$ cat config.mk
export PLATFORM = sky130hd
export DESIGN_NAME = coordinate_set_command
export DESIGN_NICKNAME = d
export VERILOG_FILES = /design/src/coordinate_set_command.v
export VERILOG_INCLUDE_DIRS = /design/src
export SDC_FILE = /design/constraint.sdc
export NUM_CORES = 1
export LEC_CHECK = 0
export ABC_AREA = 1
export BUFFER_PORTS_ARGS = -buffer_cell sky130_fd_sc_hd__buf_2
export CORE_UTILIZATION = 60
export CTS_BUF_LIST = sky130_fd_sc_hd__clkbuf_2 sky130_fd_sc_hd__clkbuf_4 sky130_fd_sc_hd__clkbuf_8
export CTS_CLUSTER_DIAMETER = 40
export DETAILED_ROUTE_END_ITERATION = 8
export PLACE_DENSITY = 0.81
export SYNTH_ARGS = -nofsm -noshare
export SYNTH_HDL_FRONTEND = slang
export SYNTH_SLANG_ARGS = --single-unit
$ cat constraint.sdc
create_clock -name clk_sys -period 2.8 [get_ports clk_sys]
set_input_delay 0.42 -clock clk_sys [delete_from_list [all_inputs] [get_ports clk_sys]]
set_output_delay 0.42 -clock clk_sys [all_outputs]
set_load 0.01 [all_outputs]
$ cat src/coord_set_consts.vh
// Constants for the coordinate-setting command block.
// Assumes a 100 MHz clk_sys and an APB master with 32-bit data.
// Notes on behaviour
// RL1: Value signed, within plus/minus 99,999,999 units.
// RL2: Incremental: supplied value becomes new home.
// RL3: Incremental: homing done, soft limits enabled.
// RL4: Incremental: setting lost on power-off or restart.
// RL5: Incremental: stored home parameter left unchanged.
// RL6: Incremental: restart reloads stored home after homing.
// RL7: Absolute: position set, home offset parameter rewritten.
// RL8: Absolute: setting survives power-off and restart.
// RL9: Absolute: each command writes parameter to NVM.
// RL10: Host issues command rarely, sparing NVM.
// RL11: Host restarts after gearing/limit changes first.
// RL12: Host checks reference before starting motion.
// RL13: Out-of-range value rejected, coordinates kept.
`ifndef COORD_SET_CONSTS_VH
`define COORD_SET_CONSTS_VH

// ==========================================================
// Register offsets (byte addresses)
`define OFS_CTRL 12'h000
`define OFS_VALUE 12'h004
`define OFS_STATUS 12'h008
`define OFS_HOME_PARAM 12'h00C
`define OFS_HOME_CUR 12'h010
`define OFS_POSITION 12'h014
`define OFS_OFFSET 12'h018

// ==========================================================
// Control register fields
`define CTRL_EXEC_BIT 0
`define CTRL_RESTART_BIT 1
`define CTRL_ABS_BIT 2
`define CTRL_HOMED_BIT 3

// ==========================================================
// Status register fields
`define ST_HOMED_BIT 0
`define ST_LIMITS_BIT 1
`define ST_OK_BIT 2
`define ST_ERR_BIT 3
`define ST_BUSY_BIT 4

// ==========================================================
// Range and reset values
`define COORD_MAX 32'h05F5E0FF
`define COORD_MIN 32'hFA0A1F01
`define HOME_PARAM_RST 32'h00000000
`define UNMAPPED_DATA 32'h00000000

`endif

$ cat src/coordinate_set_command.v
// Coordinate-setting command interpreter with an APB register slave.
// Assumes an external NVM writer handshaking on nvmWrReq/nvmWrAck and a
// motion core supplying the current raw encoder position.
//
// The APB interface to the registers and the register offsets were decided locally.
`timescale 1ns/10ps
`include "coord_set_consts.vh"

module coordinate_set_command (
    // Clock and reset
    input wire clk_sys,
    input wire rst,
    // APB slave
    input wire psel,
    input wire penable,
    input wire pwrite,
    input wire [11:0] paddr,
    input wire [31:0] pwdata,
    output reg [31:0] prdata,
    output reg pready,
    output reg pslverr,
    // Position core
    input wire [31:0] rawPosition,
    input wire homingDone,
    // Non-volatile store of the home parameter
    output reg nvmWrReq,
    output reg [31:0] nvmWrData,
    input wire nvmWrAck,
    // State for the motion core
    output reg homedOut,
    output reg limitsEnOut,
    output reg [31:0] homeOffsetOut
);

    localparam [2:0] ST_IDLE = 3'b001;
    localparam [2:0] ST_NVM = 3'b010;
    localparam [2:0] ST_DONE = 3'b100;

    // ==========================================================
    // Range check, used only by the command path for execCmd
    function inRange;
        input [31:0] v;
        begin
            inRange = ($signed(v) <= $signed(`COORD_MAX)) && // RL1
                ($signed(v) >= $signed(`COORD_MIN));
        end
    endfunction

    // ==========================================================
    // Offset that makes the position read target at this raw count
    function [31:0] offsetFor;
        input [31:0] target;
        input [31:0] raw;
        begin
            // Wraps modulo 2^32, as position itself does
            offsetFor = target - raw;
        end
    endfunction

    // ==========================================================
    // State registers
    reg [2:0] state_reg;
    reg [31:0] value_reg;
    reg absEnc_reg;
    reg homed_reg;
    reg limitsEn_reg;
    reg okFlag_reg;
    reg errFlag_reg;
    reg [31:0] homeParam_reg;
    reg [31:0] homeCur_reg;
    reg [31:0] offset_reg;

    // ==========================================================
    // Bus decode
    // A write lands in the access cycle, where pready is always high
    wire wrAcc = psel && penable && pwrite;
    wire ctrlWr = wrAcc && (paddr == `OFS_CTRL);
    // Exec ignored while busy so the NVM copy cannot change mid-write
    wire execCmd = ctrlWr && pwdata[`CTRL_EXEC_BIT] && (state_reg == ST_IDLE);
    wire restartCmd = ctrlWr && pwdata[`CTRL_RESTART_BIT];
    wire valOk = inRange(value_reg);
    wire [31:0] newOffset = offsetFor(value_reg, rawPosition);
    // Host-visible position is the raw count plus the offset
    wire [31:0] position = rawPosition + offset_reg;

    // ==========================================================
    // APB: single-cycle access, pready raised in the access phase
    always @(posedge clk_sys) begin
        if (rst) begin
            pready <= 1'b0;
            pslverr <= 1'b0;
            prdata <= 32'h00000000;
        end else begin
            // Zero wait states: pready answers the setup cycle
            pready <= psel && !penable;
            pslverr <= 1'b0;
            prdata <= 32'h00000000;
            // Read data taken at setup so it stands through the access
            if (psel && !penable) begin
                case (paddr)
                    `OFS_CTRL:
                        prdata <= {28'h0000000, homed_reg, absEnc_reg,
                            2'b00};
                    `OFS_VALUE:
                        prdata <= value_reg;
                    `OFS_STATUS:
                        prdata <= {27'h0000000, (state_reg != ST_IDLE),
                            errFlag_reg, okFlag_reg, limitsEn_reg,
                            homed_reg};
                    `OFS_HOME_PARAM:
                        prdata <= homeParam_reg;
                    `OFS_HOME_CUR:
                        prdata <= homeCur_reg;
                    `OFS_POSITION:
                        prdata <= position;
                    `OFS_OFFSET:
                        prdata <= offset_reg;
                    default: begin
                        prdata <= `UNMAPPED_DATA;
                        pslverr <= !pwrite;
                    end
                endcase
                if (pwrite && paddr != `OFS_CTRL && paddr != `OFS_VALUE)
                    pslverr <= 1'b1;
            end
        end
    end

    // ==========================================================
    // Command engine
    always @(posedge clk_sys) begin
        if (rst) begin
            state_reg <= ST_IDLE;
            value_reg <= 32'h00000000;
            absEnc_reg <= 1'b0;
            homed_reg <= 1'b0;
            limitsEn_reg <= 1'b0;
            okFlag_reg <= 1'b0;
            errFlag_reg <= 1'b0;
            // Reset stands for the power-on load of the stored parameter
            homeParam_reg <= `HOME_PARAM_RST;
            homeCur_reg <= `HOME_PARAM_RST;
            offset_reg <= 32'h00000000;
            nvmWrReq <= 1'b0;
            nvmWrData <= 32'h00000000;
        end else begin
            if (wrAcc && paddr == `OFS_VALUE && state_reg == ST_IDLE)
                value_reg <= pwdata;
            if (ctrlWr && state_reg == ST_IDLE)
                absEnc_reg <= pwdata[`CTRL_ABS_BIT];
            if (restartCmd && state_reg == ST_IDLE) begin
                // Incremental coordinates are dropped; absolute kept
                if (!absEnc_reg) begin // RL8
                    homed_reg <= 1'b0; // RL4
                    limitsEn_reg <= 1'b0; // RL4
                    homeCur_reg <= homeParam_reg; // RL4
                    offset_reg <= 32'h00000000; // RL4
                end
            end
            // Homing completion reloads the stored home; placed after
            // the restart clear so a same-cycle completion still homes
            if (homingDone && !absEnc_reg) begin
                homeCur_reg <= homeParam_reg; // RL6
                homed_reg <= 1'b1; // RL6
                limitsEn_reg <= 1'b1; // RL6
            end
            case (state_reg)
                ST_IDLE: begin
                    if (execCmd) begin
                        okFlag_reg <= 1'b0;
                        errFlag_reg <= 1'b0;
                        if (!valOk) begin
                            errFlag_reg <= 1'b1; // RL13
                        end else if (!pwdata[`CTRL_ABS_BIT]) begin
                            homeCur_reg <= value_reg; // RL2 RL5
                            offset_reg <= newOffset; // RL2
                            homed_reg <= 1'b1; // RL3
                            limitsEn_reg <= 1'b1; // RL3
                            okFlag_reg <= 1'b1;
                        end else begin
                            // Offset chosen so position reads the value
                            offset_reg <= newOffset; // RL7
                            homeParam_reg <= newOffset; // RL7
                            homeCur_reg <= value_reg; // RL7
                            homed_reg <= 1'b1;
                            limitsEn_reg <= 1'b1;
                            // Same word goes to the live copy and the NVM
                            nvmWrData <= newOffset; // RL9
                            nvmWrReq <= 1'b1; // RL8 RL9
                            state_reg <= ST_NVM;
                        end
                    end
                end
                ST_NVM: begin
                    // Request and data held until the store acknowledges
                    if (nvmWrAck) begin
                        nvmWrReq <= 1'b0;
                        state_reg <= ST_DONE;
                    end
                end
                ST_DONE: begin
                    // Busy stays up until ok is posted
                    okFlag_reg <= 1'b1;
                    state_reg <= ST_IDLE;
                end
                default: begin
                    // A stray state must not leave a write hanging
                    nvmWrReq <= 1'b0;
                    state_reg <= ST_IDLE;
                end
            endcase
        end
    end

    // ==========================================================
    // Registered copies for the motion core
    // Limitation: these lag the internal state by one cycle
    always @(posedge clk_sys) begin
        if (rst) begin
            homedOut <= 1'b0;
            limitsEnOut <= 1'b0;
            homeOffsetOut <= 32'h00000000;
        end else begin
            homedOut <= homed_reg;
            limitsEnOut <= limitsEn_reg;
            homeOffsetOut <= offset_reg;
        end
    end

endmodule

Word level (Yosys, flattened, before mapping):

Cells that the tools add are included.

* word-level logic and storage cells: 107
* register bits after elaboration: 205
* output and inout port bits: 101
* input bits: 83

* magnitude comparators: 2
* reduce and logical (&&, ||, !) cells: 28
* bitwise operators: 2
* add/sub/neg operators: 2
* eq/ne operators: 15
* mux-type cells: 41

Operator list (count)
* $mux 32: 11
* $pmux 32 s7: 1
* $eq 12x5->1 const B: 3
* $add 32x32->32: 1
* $ge 32x28->1 const B: 1
* $le 32x28->1 const B: 1
* $sub 32x32->32: 1
* $eq 12x4->1 const B: 2
* $mux 1: 22
* $logic_and 1x1->1: 15
* $eq 12x3->1 const B: 1
* $logic_not 12->1: 1
* $mux 3: 4
* $ne 12x3->1 const B: 1
* $reduce_bool 12->1: 1
* $ne 2x2->1 const B: 4
* $reduce_and 4->1: 2
* $reduce_or 7->1: 1
* $pmux 3 s2: 1
* $reduce_and 5->1: 1
* $reduce_and 2->1: 2
* $eq 3x1->1 const B: 1
* $eq 3x2->1 const B: 1
* $eq 3x3->1 const B: 1
* other kinds (7): 10

Logic depth before layout (Yosys ltp):

Gate-level depths: netlist of run 1.

* depth in word-level cells: 10
* mapped depth: 15
* depth with buffers taken out: 15

Worst setup path after synthesis of run 1:

Ideal clock, no wire load.

* kind: input to register
* start: input rawPosition[0]
* end: register offset_reg[22]
* arrival time: 2134 ps
* setup time: 116 ps
* data required time: 2684 ps
* path slack: 551 ps
* path buffers: 0
* stages on the path: 12
* cells stage by stage: ha_1 > fa_1 > o21ai_0 > nand2_1 > nand2_1 > nand3_1 > nand2_1 > nand3_1 > nand3_1 > nand2_1 > o21ai_0 > inv_1

* longest elaborated chain between the ends: 4

Ends and longest elaborated chain
* start, declared: RTL line coordinate_set_command.v:23 `input wire [31:0] rawPosition,`
* $sub 32x32->32: RTL line coordinate_set_command.v:56 `offsetFor = target - raw;`
* $mux 32: RTL line coordinate_set_command.v:172 `if (!valOk) begin`
* $mux 32: RTL line coordinate_set_command.v:169 `if (execCmd) begin`
* $mux 32: RTL line coordinate_set_command.v:167 `case (state_reg)`
* end signal, assigned: RTL line coordinate_set_command.v:176 `offset_reg <= newOffset;`
* end signal, assigned: RTL line coordinate_set_command.v:182 `offset_reg <= newOffset;`
* end, declared: RTL line coordinate_set_command.v:71 `reg [31:0] offset_reg;`

Every way passes these cells.
A chain may end at the register's enable or synchronous reset.

Worst setup path after layout of run 1:

* start: register value_reg[6]
* end: register offset_reg[28]

* longest elaborated chain between the ends: 5
* elaborated cells on any way between the ends: 7
* classes of those cells: add/sub (1); order compare (2); mux (3); reduce/logical (1)

Ends and longest elaborated chain
* start, declared: RTL line coordinate_set_command.v:63 `reg [31:0] value_reg;`
* start signal, assigned: RTL line coordinate_set_command.v:148 `value_reg <= pwdata;`
* $le 32x28->1 / $ge 32x28->1 (equally long branches): RTL line coordinate_set_command.v:44, coordinate_set_command.v:45
* $logic_and 1x1->1: RTL line coordinate_set_command.v:44 `` inRange = ($signed(v) <= $signed(`COORD_MAX)) && ``
* $mux 32 *: RTL line coordinate_set_command.v:172
* $mux 32 *: RTL line coordinate_set_command.v:169
* $mux 32 *: RTL line coordinate_set_command.v:167

Mark *: on every way between the ends. The rest lies on a longest branch, timed or not.

==> qor.csv, run 1 <==
stage;metric;value;unit
outcome;outcome;finished with violations;
outcome;failing checks;DRC;
sta;final worst-path cycle share;89.8;%
worst_setup_path;Top Family by Delay on Critical Path;simple AND/OR/NAND/NOR gates;
synthesis;total nets after synthesis;1985;
sta;Fin Clk Skew;0.0255;ns
routing;DRC Markers;11;
die;die width;145;um
clock_tree;Setup Buffers After CTS;0;
place;GP Congestion;1.05;
global_routing;grt ovf;0;
die;die area;0.0210;mm2
clock_tree;worst skew pair latency;0.56;ns
global_routing;first-pass GRT wire length;70200;um
sta;Slew Limit Headroom;52.0;%
die;I/O pin count;184;
synthesis;post-synth cell types;47;
die;Core Region;0.0197;mm2
synthesis;Post-Syn Instances;1838;
synthesis;main flop type after synthesis;dfxtp_1;
global_routing;vias in the first global route;12800;
clock_tree;CTS H-tree depth;2;
global_routing;initial antenna violation count;0;
sta;TNS Setup;0;ns
finish;Seq. cell area;0.00410;mm2
routing;router iterations before antenna repair;9;
synthesis;Post-Syn Area;0.0122;mm2
global_routing;largest net degree at the start of global routing;65;
place;dpl hpwl;37000;um
synthesis;post-synthesis register bit count;205;
power_and_ir_drop;Lkg Pwr;6.98;nW
finish;multi-input logic area;0.00687;mm2
power_and_ir_drop;Power per Cell Area;452;mW/mm2
sta;Worst Tran Pin Value;0.719;ns
die;Die Ht;145;um
finish;area grow syn2layout;18.4;%
worst_setup_path;critical path type;reg -> reg;
clock_tree;clock sink count;205;
worst_setup_path;Critical Path Slowest Stage Cell;dfxtp_1;
worst_setup_path;critical-path cell list;inv_1 > nand2_1 > nor2_1 > nand2_1 > nand2_1 > nand2_1 > nand2_1 > nand3_1 > nand2_1 > nor2_4 > nand2_2 > buf_12 > nand2_1 > o21ai_1 > inv_1;
synthesis;Synth Area per Inst;6.65;um2
synthesis;post-synth top area cell;dfxtp_1;
finish;# fillers;1672;
die;Initial Utilization;62.0;%
clock_tree;clock buffer depth;3;
worst_setup_path;Worst path max stage delay;0.36;ns
worst_setup_path;crit path DAT;2.95;ns
worst_setup_path;nature of the critical path endpoint;flop;
worst_hold_path;Hold/Removal Path Class;in -> reg;
sta;fmax;0.398;GHz
routing;Via density;6.01;
finish;share of cells above drive strength 1;16.1;%
finish;commonest cells after routing, fill and taps aside;366 x nand2_1, 255 x inv_1, 254 x nor2_1, 205 x dfxtp_1, 183 x buf_2;
worst_setup_path;crit path max fanout;26;
place;port buffer count;183;
synthesis;Synth top area share;33.6;%
worst_setup_path;Worst Path Buf+Inv;3;
clock_tree;CTS Hold Buffers Added;0;
global_routing;global-route usage over all layers;45.2;%
synthesis;register area share after synthesis;33.6;%
synthesis;Area contributors post-synth;dfxtp_1 34%, nand2_1 11%, inv_1 7.8%;
synthesis;Post-synth EDFFs;0;
synthesis;Synth async-reset ratio;0;%
power_and_ir_drop;total power draw;6.55;mW
routing;wire per inst;20.4;um
routing;drt total wl;47800;um
place;Placed Cells;2280;
run;# Max-Cap Violations;0;
sta;Slew Limit Fails;0;
power_and_ir_drop;Worst VDD drop;382;uV
routing;antenna viol nets, final;0;
clock_tree;Worst-path clk slew;0.06;ns
die;Rows;51;
clock_tree;CTS buffer count;37;
clock_tree;post-CTS sizing;0;
finish;Layout Nets;2201;
sta;final hold vios;0;
sta;Finish-stage setup viols;0;
routing;DRT iter0 DRCs;1638;
worst_setup_path;startpoint types;flop;
sta;hold slack;0.0927;ns
worst_setup_path;Worst EP required;3.23;ns
clock_tree;clock root cell;clkbuf_8;
clock_tree;CTS tree;built;
routing;Via Count;14100;
worst_setup_path;Worst path most repeated cell;nand2_1;
finish;commonest non-fill, non-tap cell in the layout;nand2_1;
sta;post-route minimum period;2.51;ns
finish;non-filler cells in the finished layout;2343;
synthesis;Yosys warning count;0;
sta;RSZ-0062 raised after global routing;false;
## per-layer routing
metal	vias to the layer above	wire length [um]	global-route usage (%)
li1	6521	-	-
met1	6345	18300	59.6
met2	1057	19300	65.0
met3	150	8610	19.8
met4	0	1610	15.3
met5	-	0	0
## through the flow
stage | util [%] | instance area [um2] | setup slack (ns)
CTS | 73.4 | 14500 | 0.387
global placement | 69.4 | 13700 | 0.269
global route | 73.4 | 14500 | 0.141
finish | 73.4 | 14500 | 0.287
detailed placement | 69.4 | 13700 | 0.223
floorplan | - | 12200 | 0.551
## layout make-up
type | instances | share of cell area (%)
diodes | 1 | 0.0173
clock buffers | 55 | 4.84
clock inverters | 7 | 0.674
inverters | 262 | 6.79
multi-input cells | 1314 | 47.5
flip-flops and latches | 205 | 28.3
well taps | 265 | 2.29
repair buffers | 234 | 9.57
## Yosys cell counts, drive strengths merged, types with 9 or more instances
cell,instances
nand2,372
inv,261
nor2,260
dfxtp,205
o21ai,144
a21oi,136
nand3,115
ha,62
o22ai,42
a211oi,34
buf,33
nor3,25
clkbuf,24
xor2,20
o211ai,14
o221ai,14
nand4,12
o21a,10
nand3b,9
or2,9
## kinds of logic (layout without fill, tap and decap cells)
logic type,count (synthesis),after routing,synth area share (%)
adders and majority gates,64,64,6.67
AOI/OAI and AO/OA,419,419,19.8
xor gates and xnor gates,24,24,1.72
buffers and inverters,319,558,10.2
and+or+nand+nor,807,807,28.0
other,0,1,0
DFF,205,205,33.6
## power by group
part           total, mW  internal (mW)  switching [mW]  leakage [nW]
clock network       3.09           1.78            1.31         0.413
registers           2.96           2.94          0.0136          1.66
logic              0.500          0.156           0.344          4.91
total               6.55           4.88            1.66          6.98
## worst paths after layout
path,startpoint,endpoint,slack [ns],cells past startpoint
min reg2reg,nvmWrReq$_SDFFE_PP0P_,nvmWrReq$_SDFFE_PP0P_,0.47,2
max reg2reg,value_reg[6]$_SDFFE_PP0P_,offset_reg[28]$_SDFF_PP0_,0.29,15
max,value_reg[6]$_SDFFE_PP0P_,offset_reg[28]$_SDFF_PP0_,0.29,15
min,penable,pready$_SDFF_PP0_,0.09,2
Note: power is estimated with default switching activity, not from simulation.
==> inputs of run 2 (changes only) <==
Settings changed: GPL_TIMING_DRIVEN from default to 0.
==> run 2 against run 1 <==
The run now ends clean. Core utilization fell by 0.76 points. Hold slack got worse by 0.019 ns. Register-to-register slack got worse by 0.12 ns. Cell count rose by 0.47%. Largest cell class unchanged. Clock skew fell by 0.0058 ns. Sequential share of layout area rose by 0.30 points. Power rose by 2.2%. Sequential power barely moved. Clock power rose by 4%.
==> qor.csv, run 2 (same netlist as run 1, synthesis figures left out) <==
stage;metric;value;unit;change
global_routing;largest net degree at the start of global routing;11;;-83%
die;Die Ht;145;um;unchanged
worst_hold_path;hold path startpoint;penable;;
place;Placed Cells;2285;;+0.22%
worst_setup_path;FF-to-FF setup slack;0.17;ns;-0.12 ns
worst_setup_path;Worst EP required;3.22;ns;about the same
worst_setup_path;crit path DAT;3.06;ns;+0.11 ns
power_and_ir_drop;part of the power in registers;44.2;%;-1.0 points
clock_tree;CTS Hold Buffers Added;0;;unchanged
power_and_ir_drop;Sw Ratio;26.1;%;+0.66 points
finish;Inserted Diodes;0;;-1
die;I/O pin count;184;;unchanged
finish;final instance area;0.0143;mm2;-1.0%
finish;non-filler cells in the finished layout;2354;;+0.47%
worst_setup_path;Worst path max stage delay;0.39;ns;+0.03 ns
finish;commonest cells after routing, fill and taps aside;366 x nand2_1, 255 x inv_1, 254 x nor2_1, 205 x dfxtp_1, 203 x buf_2;;
sta;final worst-path cycle share;94.0;%;+4.2 points
worst_setup_path;Worst Path Buf+Inv;2;;-1
power_and_ir_drop;clock power share;48.1;%;+0.9 points
finish;Layout Nets;2207;;+0.27%
routing;Via Count;14300;;+1.5%
routing;drt total wl;49200;um;+3.0%
power_and_ir_drop;Net Sw Power;1.74;mW;+4.8%
worst_setup_path;Top Family by Delay on Critical Path;simple AND/OR/NAND/NOR gates;;
power_and_ir_drop;total power draw;6.69;mW;+2.2%
sta;post-route minimum period;2.63;ns;+0.118 ns
worst_hold_path;Hold/Removal Path Class;in -> reg;;
die;Core Region;0.0197;mm2;unchanged
worst_setup_path;critical path type;reg -> reg;;
worst_setup_path;Worst path most repeated cell;nand3_1;;
place;port buffer count;182;;-0.55%
routing;wire per inst;20.9;um;+2.5%
finish;area grow syn2layout;17.2;%;
worst_setup_path;critical-path cell list;ha_1 > inv_1 > fa_1 > inv_1 > nand3_1 > nand2_1 > nand2_1 > nand3_1 > nand3_1 > nand2_1 > or2_2 > nand3_1 > a31oi_1;;
routing;router iterations before antenna repair;8;;-1
outcome;outcome;complete, no violations;;
worst_hold_path;hold-critical path endpoint;pready$_SDFF_PP0_;;
sta;RSZ-0062 raised after global routing;false;;
die;Rows;51;;unchanged
clock_tree;clock sink count;205;;unchanged
power_and_ir_drop;Logic pwr share;7.7;%;about the same
clock_tree;Setup Buffers After CTS;0;;unchanged
clock_tree;clock buffer depth;3;;unchanged
routing;Via density;6.07;;+1.0%
routing;DRC Markers;0;;-11
power_and_ir_drop;Power per Cell Area;467;mW/mm2;+3.3%
clock_tree;clock root cell;clkbuf_8;;
place;dpl hpwl;39200;um;+6.0%
worst_setup_path;crit path max fanout;5;;-81%
die;die width;145;um;unchanged
worst_setup_path;startpoint types;flop;;
sta;hold slack;0.0737;ns;-0.0190 ns
sta;Finish-stage setup viols;0;;unchanged
sta;final hold vios;0;;unchanged
global_routing;grt ovf;0;;unchanged
global_routing;global-route usage over all layers;46.6;%;+1.4 points
worst_setup_path;nature of the critical path endpoint;flop;;
place;GP Congestion;1.09;;+3.4%
power_and_ir_drop;Worst VDD drop;313;uV;-18%
die;die area;0.0210;mm2;unchanged
sta;fmax;0.380;GHz;-4.5%
die;Initial Utilization;62.0;%;unchanged
finish;share of cells above drive strength 1;15.3;%;-0.86 points
worst_hold_path;hold path depth;2;;unchanged
clock_tree;post-CTS sizing;0;;unchanged
worst_setup_path;RR Endpoint;prdata[10]$_SDFF_PP0_;;
sta;Worst Tran Pin Value;1.12;ns;+0.403 ns
worst_setup_path;Worst Reg-to-Reg Cells;13;;-2
global_routing;initial antenna violation count;1;;+1
clock_tree;Worst-path clk slew;0.06;ns;about the same
power_and_ir_drop;Lkg Pwr;6.89;nW;-1.4%
routing;DRT iter0 DRCs;1854;;+13%
place;dpl cell area;0.0135;mm2;-1.5%
global_routing;vias in the first global route;12800;;+0.32%
finish;commonest non-fill, non-tap cell in the layout;nand2_1;;
run;# Max-Cap Violations;0;;unchanged
finish;# fillers;1644;;-1.7%
worst_setup_path;Critical Path Slowest Stage Cell;fa_1;;
global_routing;first-pass GRT wire length;71100;um;+1.4%
clock_tree;CTS buffer count;38;;+2.7%
power_and_ir_drop;Pint;4.95;mW;+1.3%
clock_tree;worst skew pair latency;0.55;ns;about the same
worst_setup_path;Reg-to-Reg Start;offset_reg[0]$_SDFF_PP0_;;
clock_tree;CTS H-tree depth;2;;unchanged
sta;Fin Clk Skew;0.0198;ns;-0.00577 ns
sta;Slew Limit Fails;0;;unchanged
clock_tree;CTS tree;built;;
routing;antenna viol nets, final;0;;unchanged
sta;Slew Limit Headroom;24.7;%;-27 points
-- run 2: changes by cell type in the layout (fill, tap and decap cells not counted), sizes merged --
cell      change
clkbuf       +23
buf          -19
clkinvlp      -1
clkinv        +7
diode         -1
inv           +2
-- run 2: cell type report --
class | instances | area (um2) | share of cell area [%]
Multi-Input combinational cell | 1314 | 6880 | 48.0
Sequential cell | 205 | 4100 | 28.6
Inverter | 262 | 983 | 6.86
Timing Repair Buffer | 182 | 911 | 6.36
Clock buffer | 54 | 712 | 4.97
Tap cell | 265 | 332 | 2.31
Buffer | 57 | 268 | 1.87
Clock inverter | 15 | 143 | 0.995
-- run 2: worst register-to-register path: stages, from the launching register on --
cell and delay, ns:
dfxtp_1 0.33, ha_1 0.30, inv_1 0.09, fa_1 0.39, inv_1 0.14, nand3_1 0.08, nand2_1 0.11, nand2_1 0.07
nand3_1 0.22, nand3_1 0.11, nand2_1 0.11, or2_2 0.11, nand3_1 0.14, a31oi_1 0.31
-- run 2: power groups by stage --
stage | logic [mW] | clock network (mW) | registers, mW
finish | 0.517 | 3.22 | 2.96
global route | 0.549 | 3.33 | 2.96
CTS | 0.486 | 3.17 | 2.96
detailed placement | 0.482 | 0 | 3.02
global placement | 0.474 | 0 | 3.02
floorplan | 0.278 | 0 | 3.02
-- run 2: worst max path at each step --
stage                                         start                         to  slack, ns  cells after the start
after floorplan                      rawPosition[0]  offset_reg[22]$_SDFF_PP0_       0.55                     12
after global placement               rawPosition[0]  offset_reg[22]$_SDFF_PP0_      -0.11                     13
after detailed placement             rawPosition[0]  offset_reg[22]$_SDFF_PP0_      -0.13                     13
after CTS                 value_reg[0]$_SDFFE_PP0P_  offset_reg[22]$_SDFF_PP0_       0.01                     13
after global routing      value_reg[0]$_SDFFE_PP0P_  offset_reg[22]$_SDFF_PP0_       0.03                     13
final                      offset_reg[0]$_SDFF_PP0_      prdata[10]$_SDFF_PP0_       0.17                     13
-- run 2: routing by layer --
| layer | up-vias | share of wire (%) | global-route usage, % | wire [um] |
|---|---|---|---|---|
| met5 | - | 0.022 | 0 | 11 |
| met4 | 2 | 6.1 | 24.3 | 3010 |
| li1 | 6544 | - | - | - |
| met3 | 230 | 16 | 17.3 | 7920 |
| met2 | 1142 | 41 | 68.3 | 20100 |
| met1 | 6365 | 37 | 59.3 | 18100 |
-- run 2: through the flow --
step                      TNS, ns  setup WS, ns  utilization (%)
after floorplan                 0         0.551                -
after global routing            0        0.0332             72.7
after CTS                       0        0.0145             72.7
after global placement     -0.454        -0.108             68.3
after detailed placement   -0.569        -0.127             68.3
final                           0         0.169             72.7
